<file path="src/design/dsml_regs.vh">
// Constants of the delta-sigma modulator link: timing counts, scaling and limits.
// Assumes a 50 MHz system clock; included by every dsml design file.
`ifndef DSML_REGS_VH
`define DSML_REGS_VH

// System clock rate and loss-of-clock time
`define DSML_SYS_CLK_MHZ 50
`define DSML_PD_TIME_US 40
`define DSML_PD_CYC (`DSML_PD_TIME_US * `DSML_SYS_CLK_MHZ)
`define DSML_PD_CNT_W 12

// Modulator clock divider: one bit per four modulator clocks
`define DSML_MCLK_DIV 4
`define DSML_PHASE_LAST 2'h3

// Input scaling: full scale is 65536 codes of an 18-bit signed sample
`define DSML_SAMPLE_W 18
`define DSML_FULL_SCALE 18'h10000
// Over-range limit 5 percent beyond full scale
`define DSML_OVR_LIMIT 18'h10CCD
// Feedback level giving 86/14 percent ones density at full scale
`define DSML_FEEDBACK 32'h0001638E
// Idle-tone offsets: -60 mV and -35 mV of 2.5 V full scale
`define DSML_OFS_CH1 20'h00625
`define DSML_OFS_CH2 20'h00396
// Fourth-order integrator bound taken as instability
`define DSML_INT_LIMIT 32'h00400000

// Recovery and retry counts in modulator clocks
`define DSML_RECOVER_CYC 6'h20
`define DSML_RETRY_CYC 9'h100

// Sample FIFO geometry
`define DSML_FIFO_DEPTH 16
`define DSML_FIFO_AW 4

`endif

</file>
<file path="src/design/dsml_top.v">
// Two-channel delta-sigma modulator link: bitstream, sync, over-range flag.
// Assumes modulator clock and sync arrive as pins synchronous to sys_clk_in.
`timescale 1ns/10ps
`include "dsml_regs.vh"

// Operation
// - One bit per four modulator clocks
// - Ones density tracks input amplitude
// - Sync rising edge resets conversion sequencer
// - Offset pin adds -60/-35 mV offsets
// - Instability collapses to first order, flag high
// - Fourth order after 32 in-range clocks
// - Sustained over-range makes the flag pulse
// - Sync latched on falling, acts rising
// - Lost clock 40 us powers down
module dsml_top (
  input wire sys_clk_in,
  input wire rst_n_in,
  input wire mclk_in,
  input wire sync_in,
  input wire idle_tone_offset_enable_in,
  input wire [35:0] sample_data_in,
  input wire sample_valid_in,
  output wire sample_ready_out,
  output reg [1:0] mod_data_out,
  output reg mod_data_oe_out,
  output reg overrange_flag_out,
  output reg overrange_flag_oe_out
);
  reg mclk_q_r;
  reg sync_lat_r;
  reg sync_pend_r;
  reg [1:0] phase_r;
  reg [`DSML_PD_CNT_W-1:0] idle_cnt_r;
  reg pd_r;
  reg step_d_r;
  reg [35:0] sample_r;
  wire mclk_rise;
  wire mclk_fall;
  wire step;
  wire pop;
  wire fifo_valid;
  wire [35:0] fifo_data;
  wire [1:0] bit_w;
  wire [1:0] first_w;

  // Modulator clock edges
  assign mclk_rise = mclk_in & ~mclk_q_r;
  assign mclk_fall = ~mclk_in & mclk_q_r;
  // One step per divider period, held off at a sync instant
  assign step = mclk_rise & ~sync_pend_r & (phase_r == `DSML_PHASE_LAST);
  // Drain one sample per bit; stalls otherwise so the FIFO fills
  assign pop = step & fifo_valid;

  // Input sample buffer
  dsml_fifo #(
    .WIDTH(36),
    .DEPTH(`DSML_FIFO_DEPTH),
    .AW(`DSML_FIFO_AW)
  ) u_fifo (
    .sys_clk_in(sys_clk_in),
    .rst_n_in(rst_n_in),
    .wr_data_in(sample_data_in),
    .wr_valid_in(sample_valid_in),
    .wr_ready_out(sample_ready_out),
    .rd_data_out(fifo_data),
    .rd_valid_out(fifo_valid),
    .rd_ready_in(step)
  );

  // Clock edge history
  always @(posedge sys_clk_in or negedge rst_n_in) begin
    if (!rst_n_in) begin
      mclk_q_r <= 1'b0;
    end else begin
      mclk_q_r <= mclk_in;
    end
  end

  // Sync caught on falling edge, acts at next rising edge
  always @(posedge sys_clk_in or negedge rst_n_in) begin
    if (!rst_n_in) begin
      sync_lat_r <= 1'b0;
      sync_pend_r <= 1'b0;
    end else begin
      if (mclk_fall) begin
        sync_lat_r <= sync_in;
        if (sync_in & ~sync_lat_r) begin
          sync_pend_r <= 1'b1;
        end
      end else if (mclk_rise) begin
        sync_pend_r <= 1'b0;
      end
    end
  end

  // Divide-by-four phase, restarted at the sync instant
  always @(posedge sys_clk_in or negedge rst_n_in) begin
    if (!rst_n_in) begin
      phase_r <= 2'h0;
    end else if (mclk_rise) begin
      if (sync_pend_r) begin
        phase_r <= 2'h0;
      end else begin
        phase_r <= phase_r + 2'h1;
      end
    end
  end

  // Loss-of-clock timer; powered down from reset until clock runs
  always @(posedge sys_clk_in or negedge rst_n_in) begin
    if (!rst_n_in) begin
      idle_cnt_r <= {`DSML_PD_CNT_W{1'b0}};
      pd_r <= 1'b1;
    end else if (mclk_rise | mclk_fall) begin
      idle_cnt_r <= {`DSML_PD_CNT_W{1'b0}};
      pd_r <= 1'b0;
    end else if (idle_cnt_r == `DSML_PD_CYC - 1) begin
      pd_r <= 1'b1;
    end else begin
      idle_cnt_r <= idle_cnt_r + {{(`DSML_PD_CNT_W-1){1'b0}}, 1'b1};
    end
  end

  // Current sample, held when the FIFO runs dry
  always @(posedge sys_clk_in or negedge rst_n_in) begin
    if (!rst_n_in) begin
      sample_r <= 36'h000000000;
    end else if (pop) begin
      sample_r <= fifo_data;
    end
  end

  // Per-channel order control and loop filter
  genvar ch;
  generate
    for (ch = 0; ch < 2; ch = ch + 1) begin : g_ch
      reg order4_r;
      reg [5:0] rec_cnt_r;
      reg [8:0] retry_cnt_r;
      wire signed [17:0] raw_w;
      wire signed [19:0] x_w;
      wire over_w;
      wire in_range_w;
      wire unst_w;

      assign raw_w = sample_r[ch*18 +: 18];
      // Range checks on the raw input
      assign over_w = (raw_w > $signed({1'b0, `DSML_OVR_LIMIT})) |
                      (raw_w < -$signed({1'b0, `DSML_OVR_LIMIT}));
      assign in_range_w = (raw_w <= $signed({1'b0, `DSML_FULL_SCALE})) &
                          (raw_w >= -$signed({1'b0, `DSML_FULL_SCALE}));
      // Internal idle-tone offset when enabled
      assign x_w = {{2{raw_w[17]}}, raw_w} - (idle_tone_offset_enable_in ?
                   ((ch == 0) ? `DSML_OFS_CH1 : `DSML_OFS_CH2) : 20'h00000);
      assign first_w[ch] = ~order4_r;

      dsml_loop u_loop (
        .sys_clk_in(sys_clk_in),
        .rst_n_in(rst_n_in),
        .step_in(step),
        .order4_in(order4_r),
        .x_in(x_w),
        .bit_out(bit_w[ch]),
        .unstable_out(unst_w)
      );

      // Collapse on instability, recover after in-range run, retry if stuck
      always @(posedge sys_clk_in or negedge rst_n_in) begin
        if (!rst_n_in) begin
          order4_r <= 1'b1;
          rec_cnt_r <= 6'h00;
          retry_cnt_r <= 9'h000;
        end else if (mclk_rise) begin
          if (order4_r) begin
            rec_cnt_r <= 6'h00;
            retry_cnt_r <= 9'h000;
            if (over_w | unst_w) begin
              order4_r <= 1'b0;
            end
          end else if (in_range_w) begin
            retry_cnt_r <= 9'h000;
            if (rec_cnt_r == `DSML_RECOVER_CYC - 6'h01) begin
              order4_r <= 1'b1;
              rec_cnt_r <= 6'h00;
            end else begin
              rec_cnt_r <= rec_cnt_r + 6'h01;
            end
          end else begin
            rec_cnt_r <= 6'h00;
            if (retry_cnt_r == `DSML_RETRY_CYC - 9'h001) begin
              order4_r <= 1'b1;
              retry_cnt_r <= 9'h000;
            end else begin
              retry_cnt_r <= retry_cnt_r + 9'h001;
            end
          end
        end
      end
    end
  endgenerate

  // Pin registers; outputs float while powered down
  always @(posedge sys_clk_in or negedge rst_n_in) begin
    if (!rst_n_in) begin
      step_d_r <= 1'b0;
      mod_data_out <= 2'h0;
      mod_data_oe_out <= 1'b0;
      overrange_flag_out <= 1'b0;
      overrange_flag_oe_out <= 1'b0;
    end else begin
      step_d_r <= step;
      if (step_d_r) begin
        mod_data_out <= bit_w;
      end
      overrange_flag_out <= |first_w;
      mod_data_oe_out <= ~pd_r;
      overrange_flag_oe_out <= ~pd_r;
    end
  end
endmodule

</file>
<file path="src/design/dsml_fifo.v">
// Sample FIFO with valid/ready on both sides and registered write ready.
// Assumes one clock and an active-low asynchronous reset.
`timescale 1ns/10ps
`include "dsml_regs.vh"

module dsml_fifo #(
  parameter WIDTH = 36,
  parameter DEPTH = `DSML_FIFO_DEPTH,
  parameter AW = `DSML_FIFO_AW
) (
  input wire sys_clk_in,
  input wire rst_n_in,
  input wire [WIDTH-1:0] wr_data_in,
  input wire wr_valid_in,
  output reg wr_ready_out,
  output wire [WIDTH-1:0] rd_data_out,
  output wire rd_valid_out,
  input wire rd_ready_in
);
  localparam [AW:0] FULL_CNT = DEPTH;

  reg [WIDTH-1:0] mem [0:DEPTH-1];
  reg [AW-1:0] wr_ptr_r;
  reg [AW-1:0] rd_ptr_r;
  reg [AW:0] count_r;
  reg [AW:0] count_nxt;
  wire do_wr;
  wire do_rd;

  // Transfer handshakes
  assign do_wr = wr_valid_in & wr_ready_out;
  assign do_rd = rd_valid_out & rd_ready_in;
  assign rd_valid_out = (count_r != {(AW+1){1'b0}});
  assign rd_data_out = mem[rd_ptr_r];

  // Occupancy after this cycle
  always @* begin
    count_nxt = count_r;
    if (do_wr & ~do_rd) begin
      count_nxt = count_r + {{AW{1'b0}}, 1'b1};
    end else if (do_rd & ~do_wr) begin
      count_nxt = count_r - {{AW{1'b0}}, 1'b1};
    end
  end

  // Pointers, count and registered ready
  always @(posedge sys_clk_in or negedge rst_n_in) begin
    if (!rst_n_in) begin
      wr_ptr_r <= {AW{1'b0}};
      rd_ptr_r <= {AW{1'b0}};
      count_r <= {(AW+1){1'b0}};
      wr_ready_out <= 1'b0;
    end else begin
      if (do_wr) begin
        wr_ptr_r <= wr_ptr_r + {{(AW-1){1'b0}}, 1'b1};
      end
      if (do_rd) begin
        rd_ptr_r <= rd_ptr_r + {{(AW-1){1'b0}}, 1'b1};
      end
      count_r <= count_nxt;
      wr_ready_out <= (count_nxt != FULL_CNT);
    end
  end

  // Storage, no reset needed
  always @(posedge sys_clk_in) begin
    if (do_wr) begin
      mem[wr_ptr_r] <= wr_data_in;
    end
  end
endmodule

</file>
<file path="src/design/dsml_loop.v">
// One channel's loop filter: four integrators and a one-bit quantiser.
// Assumes step_in is a one-cycle pulse per output bit from the top.
`timescale 1ns/10ps
`include "dsml_regs.vh"

module dsml_loop (
  input wire sys_clk_in,
  input wire rst_n_in,
  input wire step_in,
  input wire order4_in,
  input wire signed [19:0] x_in,
  output reg bit_out,
  output wire unstable_out
);
  reg signed [31:0] i1_r;
  reg signed [31:0] i2_r;
  reg signed [31:0] i3_r;
  reg signed [31:0] i4_r;
  wire signed [31:0] fb_w;
  wire signed [31:0] xe_w;
  wire signed [31:0] sum_w;

  // Feedback follows the last bit
  assign fb_w = bit_out ? `DSML_FEEDBACK : -`DSML_FEEDBACK;
  assign xe_w = {{12{x_in[19]}}, x_in};
  // Feed-forward sum of scaled integrators
  assign sum_w = i1_r + (i2_r >>> 3) + (i3_r >>> 7) + (i4_r >>> 12);
  // Last integrator running away marks instability
  assign unstable_out = order4_in & ((i4_r > $signed(`DSML_INT_LIMIT)) |
                        (i4_r < -$signed(`DSML_INT_LIMIT)));

  // Integrate once per output bit; first order keeps only i1
  always @(posedge sys_clk_in or negedge rst_n_in) begin
    if (!rst_n_in) begin
      i1_r <= 32'h00000000;
      i2_r <= 32'h00000000;
      i3_r <= 32'h00000000;
      i4_r <= 32'h00000000;
      bit_out <= 1'b0;
    end else if (step_in) begin
      i1_r <= i1_r + xe_w - fb_w;
      if (order4_in) begin
        i2_r <= i2_r + i1_r;
        i3_r <= i3_r + i2_r;
        i4_r <= i4_r + i3_r;
        bit_out <= ~sum_w[31];
      end else begin
        i2_r <= 32'h00000000;
        i3_r <= 32'h00000000;
        i4_r <= 32'h00000000;
        bit_out <= ~i1_r[31];
      end
    end
  end
endmodule

</file>
<file path="config.mk">
export PLATFORM = sky130hd
export DESIGN_NAME = dsml_top
export DESIGN_NICKNAME = d
export VERILOG_FILES = /design/src/design/dsml_top.v /design/src/design/dsml_fifo.v /design/src/design/dsml_loop.v
export VERILOG_INCLUDE_DIRS = /design/src /design/src/design
export SDC_FILE = /design/constraint.sdc
export NUM_CORES = 2
export LEC_CHECK = 0
export BUFFER_PORTS_ARGS = -buffer_cell sky130_fd_sc_hd__buf_2
export CAP_MARGIN = 5
export CORE_MARGIN = 2
export CORE_UTILIZATION = 30
export CTS_CLUSTER_DIAMETER = 60
export CTS_CLUSTER_SIZE = 16
export DETAILED_ROUTE_END_ITERATION = 10
export RECOVER_POWER = 25
export SLEW_MARGIN = 10
export SYNTH_ARGS = -nofsm -noshare
export SYNTH_HDL_FRONTEND = slang
export SYNTH_SLANG_ARGS = --single-unit
</file>
<file path="constraint.sdc">
create_clock -name sys_clk_in -period 7.5 [get_ports sys_clk_in]
set_input_delay 0.75 -clock sys_clk_in [delete_from_list [all_inputs] [get_ports sys_clk_in]]
set_output_delay 0.75 -clock sys_clk_in [all_outputs]
set_load 0.05 [all_outputs]
</file>
==> impl_metrics.csv <==
group,metric,value,unit
synth,synth_top_area_share,0.3174,
timing,grt_setup_unrepaired,"no",
finish,drive_above_1_share,0.1008,
detailed_routing,wire_per_inst,18.57,um
worst_setup_path,r2r_cells,16,
worst_setup_path,rrSetupSlack,2.73,ns
worst_setup_path,critical_path.max_stage_delay,0.70,ns
synth,synth_nets,5115,
detailed_routing,vias_per_cell,5.014,
synth,ys_warn_count,0,
synth,synth.distinct_cells,94,
grt,antenna_found_initial,14,
synth,syn_inst,4521,
synth,synth.top_cells.by_area,"edfxtp_1 (32%), dfrtp_1 (17%), ha_1 (8.8%)",
timing,setup_violations,0,
clock_network,clock_sinks,939,
placement,finalWeightedCongestion,0.8558,
clock_network,clockBufferDepth,3,
synth,syn-cell-area,54490,sq um
run,drv_cap,0,
clock_network,post_cts_resized,0,
die,rows,156,
detailed_routing,vias,35060,
die,dieHeight,430.2,um
synth,avgSynthCellArea,12.05,sq um
worst_setup_path,cp.arrival,5.33,ns
synth,synthArstFlopShare,0.3866,
worst_setup_path,crit_required,8.06,ns
clock_network,cts_max_level,3,
synth,yosysTopAreaCell,"edfxtp_1",
die,coreArea,180500,sq um
worst_setup_path,startpoint,"g_ch[0].u_loop.bit_out",
timing,hold_viol_final,0,
die,die_w,430.2,um
worst_setup_path,r2r_start,"g_ch[0].u_loop.bit_out",
finish,syn2layout_area_growth,10.99,%
clock_network,post_cts_buffers,0,
detailed_routing,firstDrtPassIters,5,
timing,final.setup_skew,0.06500,ns
worst_setup_path,cp-end-kind,"flop",
synth,ys_ff_latch,939,
grt,grt_pass1_vias,35510,
worst_setup_path,worstSetupPathType,"flop to flop",
timing,fin_crit_sh,0.6357,
detailed_routing,drt-total-wl,129.8,mm
worst_setup_path,start_kind,"flop",
clock_network,cts_buffers,86,
synth,ys.flop_type,"edfxtp_1",
worst_setup_path,cp_slowest_cell,"dfrtp_1",
timing,finalCriticalPeriod,4.767,ns
worst_setup_path,timing.rr.end,"g_ch[0].u_loop.i1_r[30]",
synth,synth-edff-count,576,
timing,setup_tns,0,ns
status,status,"completed",
clock_network,clkTransAtPathRegs,0.06,ns
grt,gr-total-overflow,0,
finish,fin_nets,5147,
grt,grt_max_degree,131,
die,ios,48,
finish,mostFrequentLayoutCells,"edfxtp_1 (576), inv_1 (494), ha_1 (383)",
finish,diodes,0,
timing,slew_headroom,0.3230,
placement,hpwlAfterDp,87.05,mm
clock_network,ctsRootBufferMaster,"clkbuf_16",
detailed_routing,remaining_drc_errors,0,
timing,drv_slew,0,
placement,portBuffers,47,
worst_hold_path,min_path_type,"input pin to flop",
finish,mostFrequentLayoutCell,"edfxtp_1",
detailed_routing,drtIter0Drc,2427,
timing,worst_pin_slew,1.016,ns
die,dieArea,185100,sq um
timing,timing.fmax,209.8,MHz
worst_setup_path,cp_cell_sequence,"inv_1, fa_1, inv_1, ha_1, inv_1, ha_1, a211oi_1, o21ai_1, a31o_2, a2111oi_2, o21ai_1, a211o_1, a21oi_2, o41ai_1, xnor2_1, o21ai_1",
grt,track_usage,0.1399,
grt,grt_first_pass_wirelength,205.8,mm
worst_setup_path,crit_fanout,13,
die,start_util,0.3018,
synth,seq_area_frac_synth,0.4842,
clock_network,clk_latency,0.73,ns
clock_network,cts_tree,"done",
worst_setup_path,cp-endpoint,"g_ch[0].u_loop.i1_r[30]",
detailed_routing,antenna_left,0,
how the worst min path moves through the flow:
| stage | cells after the start | end | startpoint |
|---|---|---|---|
| floorplan | 1 | overrange_flag_oe_out | pd_r |
| global placement | 1 | overrange_flag_oe_out | pd_r |
| detailed placement | 1 | overrange_flag_oe_out | pd_r |
| CTS | 1 | mclk_q_r | mclk_in |
| global route | 1 | mclk_q_r | mclk_in |
| finish | 1 | mclk_q_r | mclk_in |
flip-flops by register name, indices dropped and copies added (netlist names), 2 cells and up:
name / cells
g_ch.order4_r: 2
g_ch.rec_cnt_r: 12
g_ch.retry_cnt_r: 18
g_ch.u_loop.bit_out: 2
g_ch.u_loop.i1_r: 64
g_ch.u_loop.i2_r: 64
g_ch.u_loop.i3_r: 64
g_ch.u_loop.i4_r: 64
idle_cnt_r: 12
mod_data_out: 2
phase_r: 2
sample_r: 36
u_fifo.count_r: 5
u_fifo.mem: 576
u_fifo.rd_ptr_r: 4
u_fifo.wr_ptr_r: 4
worst max-delay path, delay by kind of cell, from the launching register on:
family | cells | cell delay (ns)
AOI/OAI and AO/OA | 9 | 2.13
xor gates and xnor gates | 1 | 0.20
adders and majority gates | 3 | 1.16
buffers and inverters | 3 | 0.41
DFF | 1 | 0.70
final cells by class:
class,instances,area (sq um)
Multi-Input combinational cell,2942,25840
Tap cell,2370,2965
Sequential cell,939,26400
Clock inverter,39,549.3
Timing Repair Buffer,87,544.3
Inverter,497,1871
Clock buffer,117,2307
Fill cell,17750,120100
metrics by stage:
step	area [sq um]	cells	setup WS [ns]	utilization	hold slack, ns
floorplan	54490	4521	3.078	-	0.4145
global placement	57650	6834	2.294	0.3193	0.4226
detailed placement	57650	6834	2.257	0.3193	0.4225
CTS	60520	6991	2.708	0.3352	0.1494
global route	60480	6991	2.420	0.3350	0.1808
finish	60480	6991	2.733	0.3350	0.2199
cell usage after synthesis (28+ instances only):
master	number
fa_1	168
a21oi_1	232
a211oi_1	35
dfrtp_1	360
nor2b_1	28
a31oi_1	30
xor2_1	113
o21ai_1	29
or2_2	28
nor2_1	137
inv_1	495
nand2_1	324
ha_1	384
xnor2_1	131
a21o_1	134
o22ai_1	133
nor3_1	44
nand2b_1	39
mux4_2	181
o21ai_0	255
o21bai_1	31
o31ai_1	31
nand3_1	92
clkbuf_1	117
nand4_1	45
edfxtp_1	576
cells by family (layout without fill, tap and decap cells):
| kind of cell | Yosys count | after routing | synth area share |
|---|---|---|---|
| AOI/OAI and AO/OA | 1091 | 1091 | 0.1288 |
| DFF | 939 | 939 | 0.4842 |
| and+or+nand+nor | 856 | 856 | 0.07523 |
| buffers and inverters | 640 | 740 | 0.04420 |
| adders and majority gates | 552 | 552 | 0.1499 |
| xor gates and xnor gates | 244 | 244 | 0.03922 |
| muxes | 199 | 199 | 0.07846 |
routing by layer:
| metal | vias up | global-route usage | share of wire |
|---|---|---|---|
| li1 | 16680 | - | - |
| met1 | 17530 | 0.1938 | 0.46 |
| met2 | 691 | 0.2339 | 0.48 |
| met3 | 147 | 0.01692 | 0.042 |
| met4 | 6 | 0.03186 | 0.017 |
| met5 | - | 0 | 0.00029 |
timing repair:
| action | in CTS | in global routing |
|---|---|---|
| setup endpoints to repair | 0 | 0 |
| endpoints found under the hold margin | 13 | 0 |
| hold buffers | 1 | 0 |
Power is left out: the tool's default activity adds up to more than one toggle a clock period on the data nets, which glitch-free logic cannot reach.
